<file path="config.mk">
export PLATFORM = sky130hd
export DESIGN_NAME = chg_regs
export DESIGN_NICKNAME = d
export VERILOG_FILES = /design/src/rtl/chg_pkg.sv /design/src/rtl/chg_comparator_latch.sv /design/src/rtl/chg_regs.sv
export VERILOG_INCLUDE_DIRS = /design/src /design/src/rtl
export SDC_FILE = /design/constraint.sdc
export NUM_CORES = 1
export LEC_CHECK = 0
export BUFFER_PORTS_ARGS = -buffer_cell sky130_fd_sc_hd__buf_2
export CORE_ASPECT_RATIO = 0.8
export CORE_UTILIZATION = 39
export CTS_BUF_LIST = sky130_fd_sc_hd__clkbuf_4 sky130_fd_sc_hd__clkbuf_8
export DETAILED_ROUTE_END_ITERATION = 8
export GPL_ROUTABILITY_DRIVEN = 0
export PLACE_DENSITY = 0.7
export SETUP_SLACK_MARGIN = 0.4
export SYNTH_ARGS = -nofsm -noshare
export SYNTH_HDL_FRONTEND = slang
export SYNTH_HIERARCHICAL = 1
export SYNTH_SLANG_ARGS = --single-unit
</file>
<file path="constraint.sdc">
create_clock -name clk_sys_i -period 5.5 [get_ports clk_sys_i]
set_input_delay 0.275 -clock clk_sys_i [delete_from_list [all_inputs] [get_ports clk_sys_i]]
set_output_delay 0.275 -clock clk_sys_i [all_outputs]
set_load 0.01 [all_outputs]
</file>
<file path="src/rtl/chg_defines.svh">
// Purpose: Offsets, field positions, reset values and scaling constants of the charger option/current registers
// Assumes: Byte-wide register access at the documented byte addresses
// Notes on behaviour
// - Latch enable set holds comparator output low once triggered; toggling releases it.
// - With throttle profile comparator enabled, status flag stays set until host reads it.
// - Undervoltage disable bit: 0 keeps protection on, 1 turns it off; resets 0.
// - Learn enable lets battery discharge and stops converter; clearing returns to adapter.
// - Adapter monitor gain bit picks 20x at 0 (reset) or 40x at 1.
// - Battery monitor gain bit picks 8x at 0 or 16x at 1 (reset).
// - Input regulation enable resets 1; device clears it on automatic disable.
// - Charge block bit 0 (reset) allows charging; 1 blocks charging.
// - Seven-bit code: high byte bits 4..0, low byte bits 7..6; binary weights.
// - Code scales by sense resistor: 128 mA steps at 5 mOhm, 64 mA at 10.
// - Charge current setting is zero after power-on reset.
// - Battery removal, adapter loss, register reset, zero voltage or watchdog clear current.
// - Listed faults and converter latch-off leave the charge current unchanged.
// - Reserved high bits 7..5 must be zero; a one marks the write invalid.
// - Reserved low bits 5..0 are ignored on write.
// - Option reserved bit 2 is read-write and resets to 1.
// - With auto-off enabled, battery-present low clears input regulation enable.
`ifndef CHG_DEFINES_SVH
`define CHG_DEFINES_SVH
`define CHG_ADDR_OPTION 8'h00
`define CHG_ADDR_RATE_LO 8'h02
`define CHG_ADDR_RATE_HI 8'h03
`define CHG_OPT_RESET 8'h0E
`define CHG_BIT_CMP_LATCH 7
`define CHG_BIT_UV_DIS 6
`define CHG_BIT_LEARN 5
`define CHG_BIT_ADPT_GAIN 4
`define CHG_BIT_BAT_GAIN 3
`define CHG_BIT_IIN_EN 1
`define CHG_BIT_BLOCK 0
`define CHG_RATE_RESET 7'h00
`define CHG_HI_RSVD_MASK 8'hE0
`define CHG_STEP_5MOHM_MA 16'h0080
`define CHG_STEP_10MOHM_MA 16'h0040
`endif

</file>
<file path="src/rtl/chg_pkg.sv">
// Purpose: Shared types of the charger option/current registers
// Assumes: Constants come from chg_defines.svh
// Notes: Types only
package chg_pkg;
   typedef logic [7:0] chg_byte_t;
   typedef logic [6:0] chg_code_t;
   typedef logic [15:0] chg_ma_t;
endpackage : chg_pkg

</file>
<file path="src/rtl/chg_comparator_latch.sv">
// Purpose: Independent comparator output with optional low latch and status flag
// Assumes: Comparator input already synchronised
// Notes: Latch released on any change of the enable bit
module chg_comparator_latch (
   input wire logic clk_sys_i,
   input wire logic rst_n_i,
   input wire logic cmp_level_i,
   input wire logic latch_en_i,
   input wire logic profile_en_i,
   input wire logic status_read_i,
   output logic cmp_out_o,
   output logic cmp_status_o
);
   logic latch_en_d_r;
   logic latched_r;
   logic status_r;
   logic cmp_out_r;
   wire toggle = latch_en_i ^ latch_en_d_r;
   wire trig = ~cmp_level_i;
   wire latched_nxt = toggle ? 1'b0 : (latched_r | (latch_en_i & trig));
   wire status_nxt = (profile_en_i & trig) | (status_r & ~status_read_i);
   always_ff @(posedge clk_sys_i or negedge rst_n_i) begin
      if (!rst_n_i) begin
         latch_en_d_r <= 1'b0;
         latched_r <= 1'b0;
         status_r <= 1'b0;
         cmp_out_r <= 1'b1;
      end else begin
         latch_en_d_r <= latch_en_i;
         latched_r <= latched_nxt;
         status_r <= status_nxt;
         cmp_out_r <= cmp_level_i & ~latched_nxt;
      end
   end
   assign cmp_out_o = cmp_out_r;
   assign cmp_status_o = status_r;
endmodule : chg_comparator_latch

</file>
<file path="src/rtl/chg_regs.sv">
// Purpose: Option byte and charge current registers of the charge controller
// Assumes: Byte register port from the serial-bus decoder, same clock; event pins asynchronous
// Notes: Clearing events win over a same-cycle host write
`include "chg_defines.svh"
module chg_regs (
   input wire logic clk_sys_i,
   input wire logic rst_n_i,
   input wire logic reg_wr_i,
   input wire logic reg_rd_i,
   input wire chg_pkg::chg_byte_t reg_addr_i,
   input wire chg_pkg::chg_byte_t reg_wdata_i,
   input wire logic auto_off_en_i,
   input wire logic throttle_cmp_en_i,
   input wire logic sense_10mohm_i,
   input wire logic battery_present_pin_i,
   input wire logic adapter_valid_i,
   input wire logic cmp_level_i,
   input wire logic reg_reset_cmd_i,
   input wire logic voltage_zero_wr_i,
   input wire logic watchdog_expired_i,
   input wire logic input_auto_disable_i,
   output chg_pkg::chg_byte_t reg_rdata_o,
   output logic write_invalid_o,
   output logic comparator_output_pin_o,
   output logic comparator_status_o,
   output logic system_undervoltage_disable_o,
   output logic learn_mode_enable_o,
   output logic converter_off_o,
   output logic adapter_monitor_gain_select_o,
   output logic battery_monitor_gain_select_o,
   output logic input_regulation_enable_o,
   output logic charge_enable_o,
   output chg_pkg::chg_code_t charge_code_o,
   output chg_pkg::chg_ma_t charge_current_ma_o
);
   import chg_pkg::*;

   function automatic chg_ma_t code_to_ma(input chg_code_t code, input logic half);
      chg_ma_t step;
      step = half ? `CHG_STEP_10MOHM_MA : `CHG_STEP_5MOHM_MA;
      code_to_ma = 16'({9'h000, code} * step);
   endfunction : code_to_ma

   // Two-flop synchronisers for pin inputs
   logic [1:0] bat_sync_r;
   logic [1:0] ac_sync_r;
   logic [1:0] cmp_sync_r;
   logic bat_prev_r;
   logic ac_prev_r;

   chg_byte_t opt_r;
   chg_byte_t opt_nxt;
   chg_code_t code_r;
   chg_code_t code_nxt;
   chg_byte_t rdata_r;
   logic invalid_r;
   logic [7:0] outs_r;
   chg_ma_t ma_r;

   wire bat_present = bat_sync_r[1];
   wire ac_valid = ac_sync_r[1];
   wire bat_fall = bat_prev_r & ~bat_present;
   wire ac_fall = ac_prev_r & ~ac_valid;
   wire wr_opt = reg_wr_i && reg_addr_i == `CHG_ADDR_OPTION;
   wire wr_lo = reg_wr_i && reg_addr_i == `CHG_ADDR_RATE_LO;
   wire wr_hi = reg_wr_i && reg_addr_i == `CHG_ADDR_RATE_HI;
   wire hi_bad = wr_hi && (reg_wdata_i & `CHG_HI_RSVD_MASK) != 8'h00;
   wire rate_clear = bat_fall | ~ac_valid | ac_fall | reg_reset_cmd_i | voltage_zero_wr_i
      | watchdog_expired_i;
   wire iin_clear = input_auto_disable_i | (auto_off_en_i & bat_fall);
   wire rd_status = reg_rd_i && reg_addr_i == `CHG_ADDR_OPTION;

   always_comb begin
      opt_nxt = opt_r;
      if (wr_opt) begin
         opt_nxt = reg_wdata_i;
      end
      if (reg_reset_cmd_i) begin
         opt_nxt = `CHG_OPT_RESET;
      end
      if (iin_clear) begin
         opt_nxt[`CHG_BIT_IIN_EN] = 1'b0;
      end
   end

   // Faults other than the listed clearing events are not inputs here, so they cannot touch the code
   always_comb begin
      code_nxt = code_r;
      if (wr_lo) begin
         code_nxt[1:0] = reg_wdata_i[7:6];
      end
      if (wr_hi && !hi_bad) begin
         code_nxt[6:2] = reg_wdata_i[4:0];
      end
      if (rate_clear) begin
         code_nxt = `CHG_RATE_RESET;
      end
   end

   chg_byte_t rd_mux;
   assign rd_mux = (reg_addr_i == `CHG_ADDR_OPTION) ? opt_r :
      (reg_addr_i == `CHG_ADDR_RATE_LO) ? {code_r[1:0], 6'h00} :
      (reg_addr_i == `CHG_ADDR_RATE_HI) ? {3'h0, code_r[6:2]} : 8'h00;

   wire [7:0] outs_nxt = {opt_nxt[`CHG_BIT_UV_DIS], opt_nxt[`CHG_BIT_LEARN],
      opt_nxt[`CHG_BIT_LEARN] & ac_valid, opt_nxt[`CHG_BIT_ADPT_GAIN], opt_nxt[`CHG_BIT_BAT_GAIN],
      opt_nxt[`CHG_BIT_IIN_EN], ~opt_nxt[`CHG_BIT_BLOCK] & ~opt_nxt[`CHG_BIT_LEARN] & ac_valid,
      1'b0};

   always_ff @(posedge clk_sys_i or negedge rst_n_i) begin
      if (!rst_n_i) begin
         bat_sync_r <= 2'h0;
         ac_sync_r <= 2'h0;
         cmp_sync_r <= 2'h3;
         bat_prev_r <= 1'b0;
         ac_prev_r <= 1'b0;
      end else begin
         bat_sync_r <= {bat_sync_r[0], battery_present_pin_i};
         ac_sync_r <= {ac_sync_r[0], adapter_valid_i};
         cmp_sync_r <= {cmp_sync_r[0], cmp_level_i};
         bat_prev_r <= bat_present;
         ac_prev_r <= ac_valid;
      end
   end

   always_ff @(posedge clk_sys_i or negedge rst_n_i) begin
      if (!rst_n_i) begin
         opt_r <= `CHG_OPT_RESET;
         code_r <= `CHG_RATE_RESET;
         ma_r <= 16'h0000;
         outs_r <= 8'h00;
      end else begin
         opt_r <= opt_nxt;
         code_r <= code_nxt;
         ma_r <= code_to_ma(code_nxt, sense_10mohm_i);
         outs_r <= outs_nxt;
      end
   end

   always_ff @(posedge clk_sys_i or negedge rst_n_i) begin
      if (!rst_n_i) begin
         rdata_r <= 8'h00;
         invalid_r <= 1'b0;
      end else begin
         if (reg_rd_i) begin
            rdata_r <= rd_mux;
         end
         invalid_r <= hi_bad;
      end
   end

   chg_comparator_latch u_cmp (
      .clk_sys_i(clk_sys_i),
      .rst_n_i(rst_n_i),
      .cmp_level_i(cmp_sync_r[1]),
      .latch_en_i(opt_r[`CHG_BIT_CMP_LATCH]),
      .profile_en_i(throttle_cmp_en_i),
      .status_read_i(rd_status),
      .cmp_out_o(comparator_output_pin_o),
      .cmp_status_o(comparator_status_o)
   );

   assign reg_rdata_o = rdata_r;
   assign write_invalid_o = invalid_r;
   assign system_undervoltage_disable_o = outs_r[7];
   assign learn_mode_enable_o = outs_r[6];
   assign converter_off_o = outs_r[5];
   assign adapter_monitor_gain_select_o = outs_r[4];
   assign battery_monitor_gain_select_o = outs_r[3];
   assign input_regulation_enable_o = outs_r[2];
   assign charge_enable_o = outs_r[1];
   assign charge_code_o = code_r;
   assign charge_current_ma_o = ma_r;
endmodule : chg_regs

</file>
### Yosys cells after proc, flatten, opt, wreduce, memory -nomap -nowiden

Cells that the tools add are included.

| word-level totals | value |
|---|---|
| output and inout bits | 41 |
| register bits | 58 |
| bits of input ports | 30 |
| word-level logic and storage cells | 66 |

| cells by class | value |
|---|---|
| $mul | 1 |
| bitwise operators | 26 |
| reduce and logical (&&, ||, !) cells | 10 |
| mux-type cells | 11 |
| equal/unequal tests | 2 |

Operators with widths:

| operator | count |
|---|---|
| 8-bit two-way mux | 5 |
| 8-bit by 2-bit == test with 1-bit output (second input constant) | 2 |
| 7-bit by 8-bit multiplier with 15-bit output | 1 |
| 1-bit bitwise AND | 10 |
| 5-bit two-way mux | 2 |
| 8-bit logical NOT | 1 |
| 1-bit bitwise OR | 8 |
| 8-bit nonzero test | 1 |
| 7-bit two-way mux | 1 |
| 1-bit inverter | 7 |
| 1-bit logical AND | 6 |
| 1-bit two-way mux | 2 |
| 2-bit two-way mux | 1 |
| 2-bit nonzero test | 1 |
| 1-bit logical NOT | 1 |
| 1-bit XOR | 1 |

### Logic depth before layout (Yosys ltp)

| depth | value |
|---|---|
| depth in word-level cells | 9 |
| gate-level depth with buffers | 13 |
| gate-level depth less buffers | 12 |

### Cells and area by module

The synthesis kept the hierarchy.

Modules (own cells, without submodules):

| module | seq. area each (sq um) | area an instance (sq um) | cells each | times used |
|---|---|---|---|---|
| chg_regs | 1107.3 | 2045.7 | 175 | 1 |
| chg_comparator_latch | 101.3 | 153.9 | 13 | 1 |

### Least setup slack after synthesis

Ideal clock, no wire load.

| timing path | value |
|---|---|
| kind | input-to-reg |
| start point | in reg_addr_i[5] |
| end point | reg ma_r[11], in the netlist charge_current_ma_o[11] |
| buffers on the path | 0 |
| path slack | 2321 ps |
| data required time | 5377 ps |
| cell stages on the path | 9 |
| setup time | 123 ps |
| data arrival time | 3056 ps |
| cell sequence | or4_4 nor4_4 mux2i_1 nor3_1 ha_1 ha_1 ha_1 ha_1 xor2_1 |

| between the ends | value |
|---|---|
| cells in the longest elaborated chain, start to end | 8 |
| elaborated cells on any way between the ends | 11 |
| those cells by class | 1 x mul; 2 x eq/ne; 3 x mux; 5 x reduce/logical |

RTL lines:

| what | RTL line | source |
|---|---|---|
| from (decl) | chg_regs.sv:10 | `input wire chg_pkg::chg_byte_t reg_addr_i,` |
| 8-bit by 2-bit == test with 1-bit output (no source line) | -- |  |
| 1-bit logical AND (no source line) | -- |  |
| 1-bit logical AND | chg_regs.sv:67 | `` wire hi_bad = wr_hi && (reg_wdata_i & `CHG_HI_RSVD_MASK) != 8'h00; `` |
| 1-bit logical NOT | chg_regs.sv:92 | `if (wr_hi && !hi_bad) begin` |
| 1-bit logical AND | chg_regs.sv:92 |  |
| 5-bit two-way mux | chg_regs.sv:92 |  |
| 7-bit two-way mux * | chg_regs.sv:95 | `if (rate_clear) begin` |
| 7-bit by 8-bit multiplier with 15-bit output * | chg_regs.sv:41 | `code_to_ma = 16'({9'h000, code} * step);` |
| to (signal assigned) | chg_regs.sv:135 | `ma_r <= code_to_ma(code_nxt, sense_10mohm_i);` |
| to (decl) | chg_regs.sv:58 | `chg_ma_t ma_r;` |

Every way passes the cells marked *; elsewhere a longest branch is shown, timed or not.
A chain may end at the register's enable or synchronous reset.

### Worst setup path in the final report

Ends and elaborated chain as after synthesis.

==> impl_metrics.tcl <==
set metrics [dict create \
    crit_fanout 6 \
    viasPerCell 4.61 \
    cp-end-kind "flop" \
    wl_met1_um 2100 \
    htree_levels 2 \
    slew_headroom_pct 30.1 \
    syn_avg_cell_area_um2 11.7 \
    rsz0062_at_grt "false" \
    dieArea_um2 5950 \
    grt_pass1_vias 1585 \
    fmax_mhz 312 \
    reg2reg_depth 9 \
    drt-total-wl_um 4560 \
    min_from "cmp_level_i" \
    routed-wl-met3_um 235 \
    ys_top_cells_by_area "dfrtp_1 48%, dfstp_2 7.2%, ha_1 6.3%" \
    synth_top_flop_cell "dfrtp_1" \
    drt_iter0_drc 101 \
    firstDrtPassIters 6 \
    min_period_ps 3210 \
    antenna_found_initial 0 \
    ctsHoldBuffers 0 \
    initial_core_util_pct 40.5 \
    grt_usage_pct 16.5 \
    hpwlAfterDp_um 3530 \
    detail_route.wl_per_cell_um 13.7 \
    worst_pin_slew_ps 1050 \
    tritoncts "done" \
    crit_slowest_cell "or4_4" \
    p_leak_nw 1.34 \
    wl_met2_um 2190 \
    worst_ep_arrival_time_ps 3390 \
    diodes 0 \
    netlist_instances 188 \
    r2r_setup_slack_ps 2530 \
    worst_path_largest_cell_delay_ps 570 \
    cts_root_buf "clkbuf_8" \
    synth_top_area_share_pct 47.8 \
    placed_cell_area_um2 2570 \
    cts_setup_buffers 0 \
    cts.path.max_buffers 2 \
    cts_made_buffers 5 \
    ant_nets 0 \
    seq_area_frac_synth_pct 54.9 \
    reg2reg_from "ac_sync_r[1]" \
    clkLatencyLatePin_ps 290 \
    clock_sinks 48 \
    status "finished clean" \
    core_um2 5440 \
    total_power_mw 0.626 \
    drc 0 \
    worstHoldPathCells 1 \
    synth_top_cell_by_area "dfrtp_1" \
    finalSetupViolCount 0 \
    syn_to_final_growth_pct 21.5 \
    layout-drive-gt1-share_pct 34.4 \
    io_pins 71 \
    crit_chain "buf_2, or4_4, nor4_4, mux2i_1, nor3_1, ha_1, ha_1, ha_1, ha_1, xor2_1" \
    hold_end "cmp_sync_r[0]" \
    hold_class "input port to flop" \
    num_rows 24 \
    maxSlewViolCount 0 \
    setup_ws_ps 2290 \
    grt_overflow 0 \
    nNetsFinal 297 \
    cts_resized 0 \
    required_ps 5680 \
    ir_drop_uv 117 \
    grt_max_degree 49 \
    maxCapViolCount 0 \
    crit_top_cell "ha_1" \
    critPathKind "input port to flop" \
    fin_crit_sh_pct 58.3 \
    synth_edf_count 0 \
    top_layer "met4" \
    finClkSkew_ps 7.03 \
    vias 1539 \
    cp-start-kind "input port" \
    netlist_area_um2 2200 \
    stdcell_area_um2 2670 \
    ys_ff_latch 48 \
    finalHoldViolCount 0 \
    clkTransAtPathRegs_ps 80 \
    numPortBuffers 63 \
    p_per_area_nw_per_um2 234 \
    preCtsSetupSlack_ps 1970 \
    die_w_um 86.0 \
    fin_setup_tns_ps 0 \
    async_reset_ff_share_pct 100 \
    reg2reg_to "charge_current_ma_o[13]" \
    yosysWarnings 6 \
    grt_pass1_wl_um 7510 \
    ys_types 44 \
    die_h_um 69.2 \
]
## worst max-delay path by stage
stage / from / endpoint / slack (ps)
after detailed placement: reg_addr_i[5] / charge_current_ma_o[11] / 1970
after global placement: reg_addr_i[5] / charge_current_ma_o[11] / 2080
after global routing: reg_addr_i[5] / charge_current_ma_o[11] / 2170
after floorplan: reg_addr_i[5] / charge_current_ma_o[11] / 2320
after CTS: reg_addr_i[5] / charge_current_ma_o[11] / 2280
final: reg_addr_i[5] / charge_current_ma_o[11] / 2290
## power by group
| part | internal (mW) | switching, mW |
|---|---|---|
| Combinational | 0.0167 | 0.0287 |
| Sequential | 0.360 | 0.00236 |
| Clock | 0.107 | 0.111 |
| Total | 0.484 | 0.142 |
## state kept, by name, indices dropped and copies added, names as in the netlist, 2 cells and up
register and count:
ac_sync_r 2, bat_sync_r 2, charge_code_o 7, charge_current_ma_o 9, cmp_sync_r 2, opt_r 5
outs_r 7, reg_rdata_o 8
## per-stage QoR
stage                     cells  util, %  hold slack, ps
after floorplan             197        -           -20.6
after global placement      326     47.4             338
after detailed placement    326     47.4             340
after CTS                   334     49.2            65.5
after global routing        334     49.2            52.1
final                       334     49.2            75.1
## layout by cell type (no fill, tap or decap), drive strengths merged, types with 3 or more instances in the layout
cell type,count
nor2,12
mux2i,12
a21oi,3
conb,11
dfrtp,42
o22ai,4
mux2,3
nand2b,3
a22o,4
dfstp,6
clkbuf,7
inv,13
nor3,8
a22oi,5
nor4,3
buf,63
xor2,5
o21ai,6
ha,11
nand2,7
## area by class of cell
| type | count | area (µm²) |
|---|---|---|
| Multi-Input combinational cell | 124 | 905 |
| Clock buffer | 7 | 90.1 |
| Fill cell | 523 | 2760 |
| Timing Repair Buffer | 63 | 315 |
| Tap cell | 78 | 97.6 |
| Sequential cell | 48 | 1210 |
| Clock inverter | 1 | 7.51 |
| Inverter | 13 | 48.8 |
## layer usage
| metal | GRT usage [%] | vias up |
|---|---|---|
| li1 | - | 776 |
| met1 | 22.2 | 721 |
| met2 | 26.4 | 38 |
| met3 | 4.52 | 4 |
| met4 | 4.44 | 0 |
| met5 | 0 | - |
## worst max-delay path: cells and delay by family
family	cells	cell delay, ps
XOR/XNOR	1	170
multiplexers	1	380
AND/OR/NAND/NOR	3	1220
buffers and inverters	1	110
adder cells (fa/ha/maj)	4	1240
## kinds of logic (layout without fill, tap and decap cells)
kind of cell,Yosys count,after routing,synth area share [%]
xor gates and xnor gates,6,6,2.39
AOI/OAI and AO/OA,31,31,10.2
other,2,11,0.341
adders and majority gates,12,12,7.17
buffers and inverters,25,84,5.46
and+or+nand+nor,49,49,12.5
muxes,15,15,7.00
DFF,48,48,54.9
## cells in the mapped netlist, types with 2 or more instances
master / count
o21ai_0: 6
o22ai_1: 3
mux2_2: 3
ha_1: 11
xor2_1: 5
o22a_1: 2
or2_2: 2
nor2b_1: 2
and2_1: 2
inv_1: 13
nand2_1: 7
nor2_1: 12
a21oi_1: 3
mux2i_1: 12
dfrtp_1: 42
clkbuf_1: 4
buf_4: 7
dfstp_2: 6
nand3_1: 2
a22o_1: 4
a22oi_1: 5
nor3b_1: 2
conb_1: 2
nor3_1: 8
nor4_1: 2
nand2b_1: 3
Power figures use the tool's default switching activity.
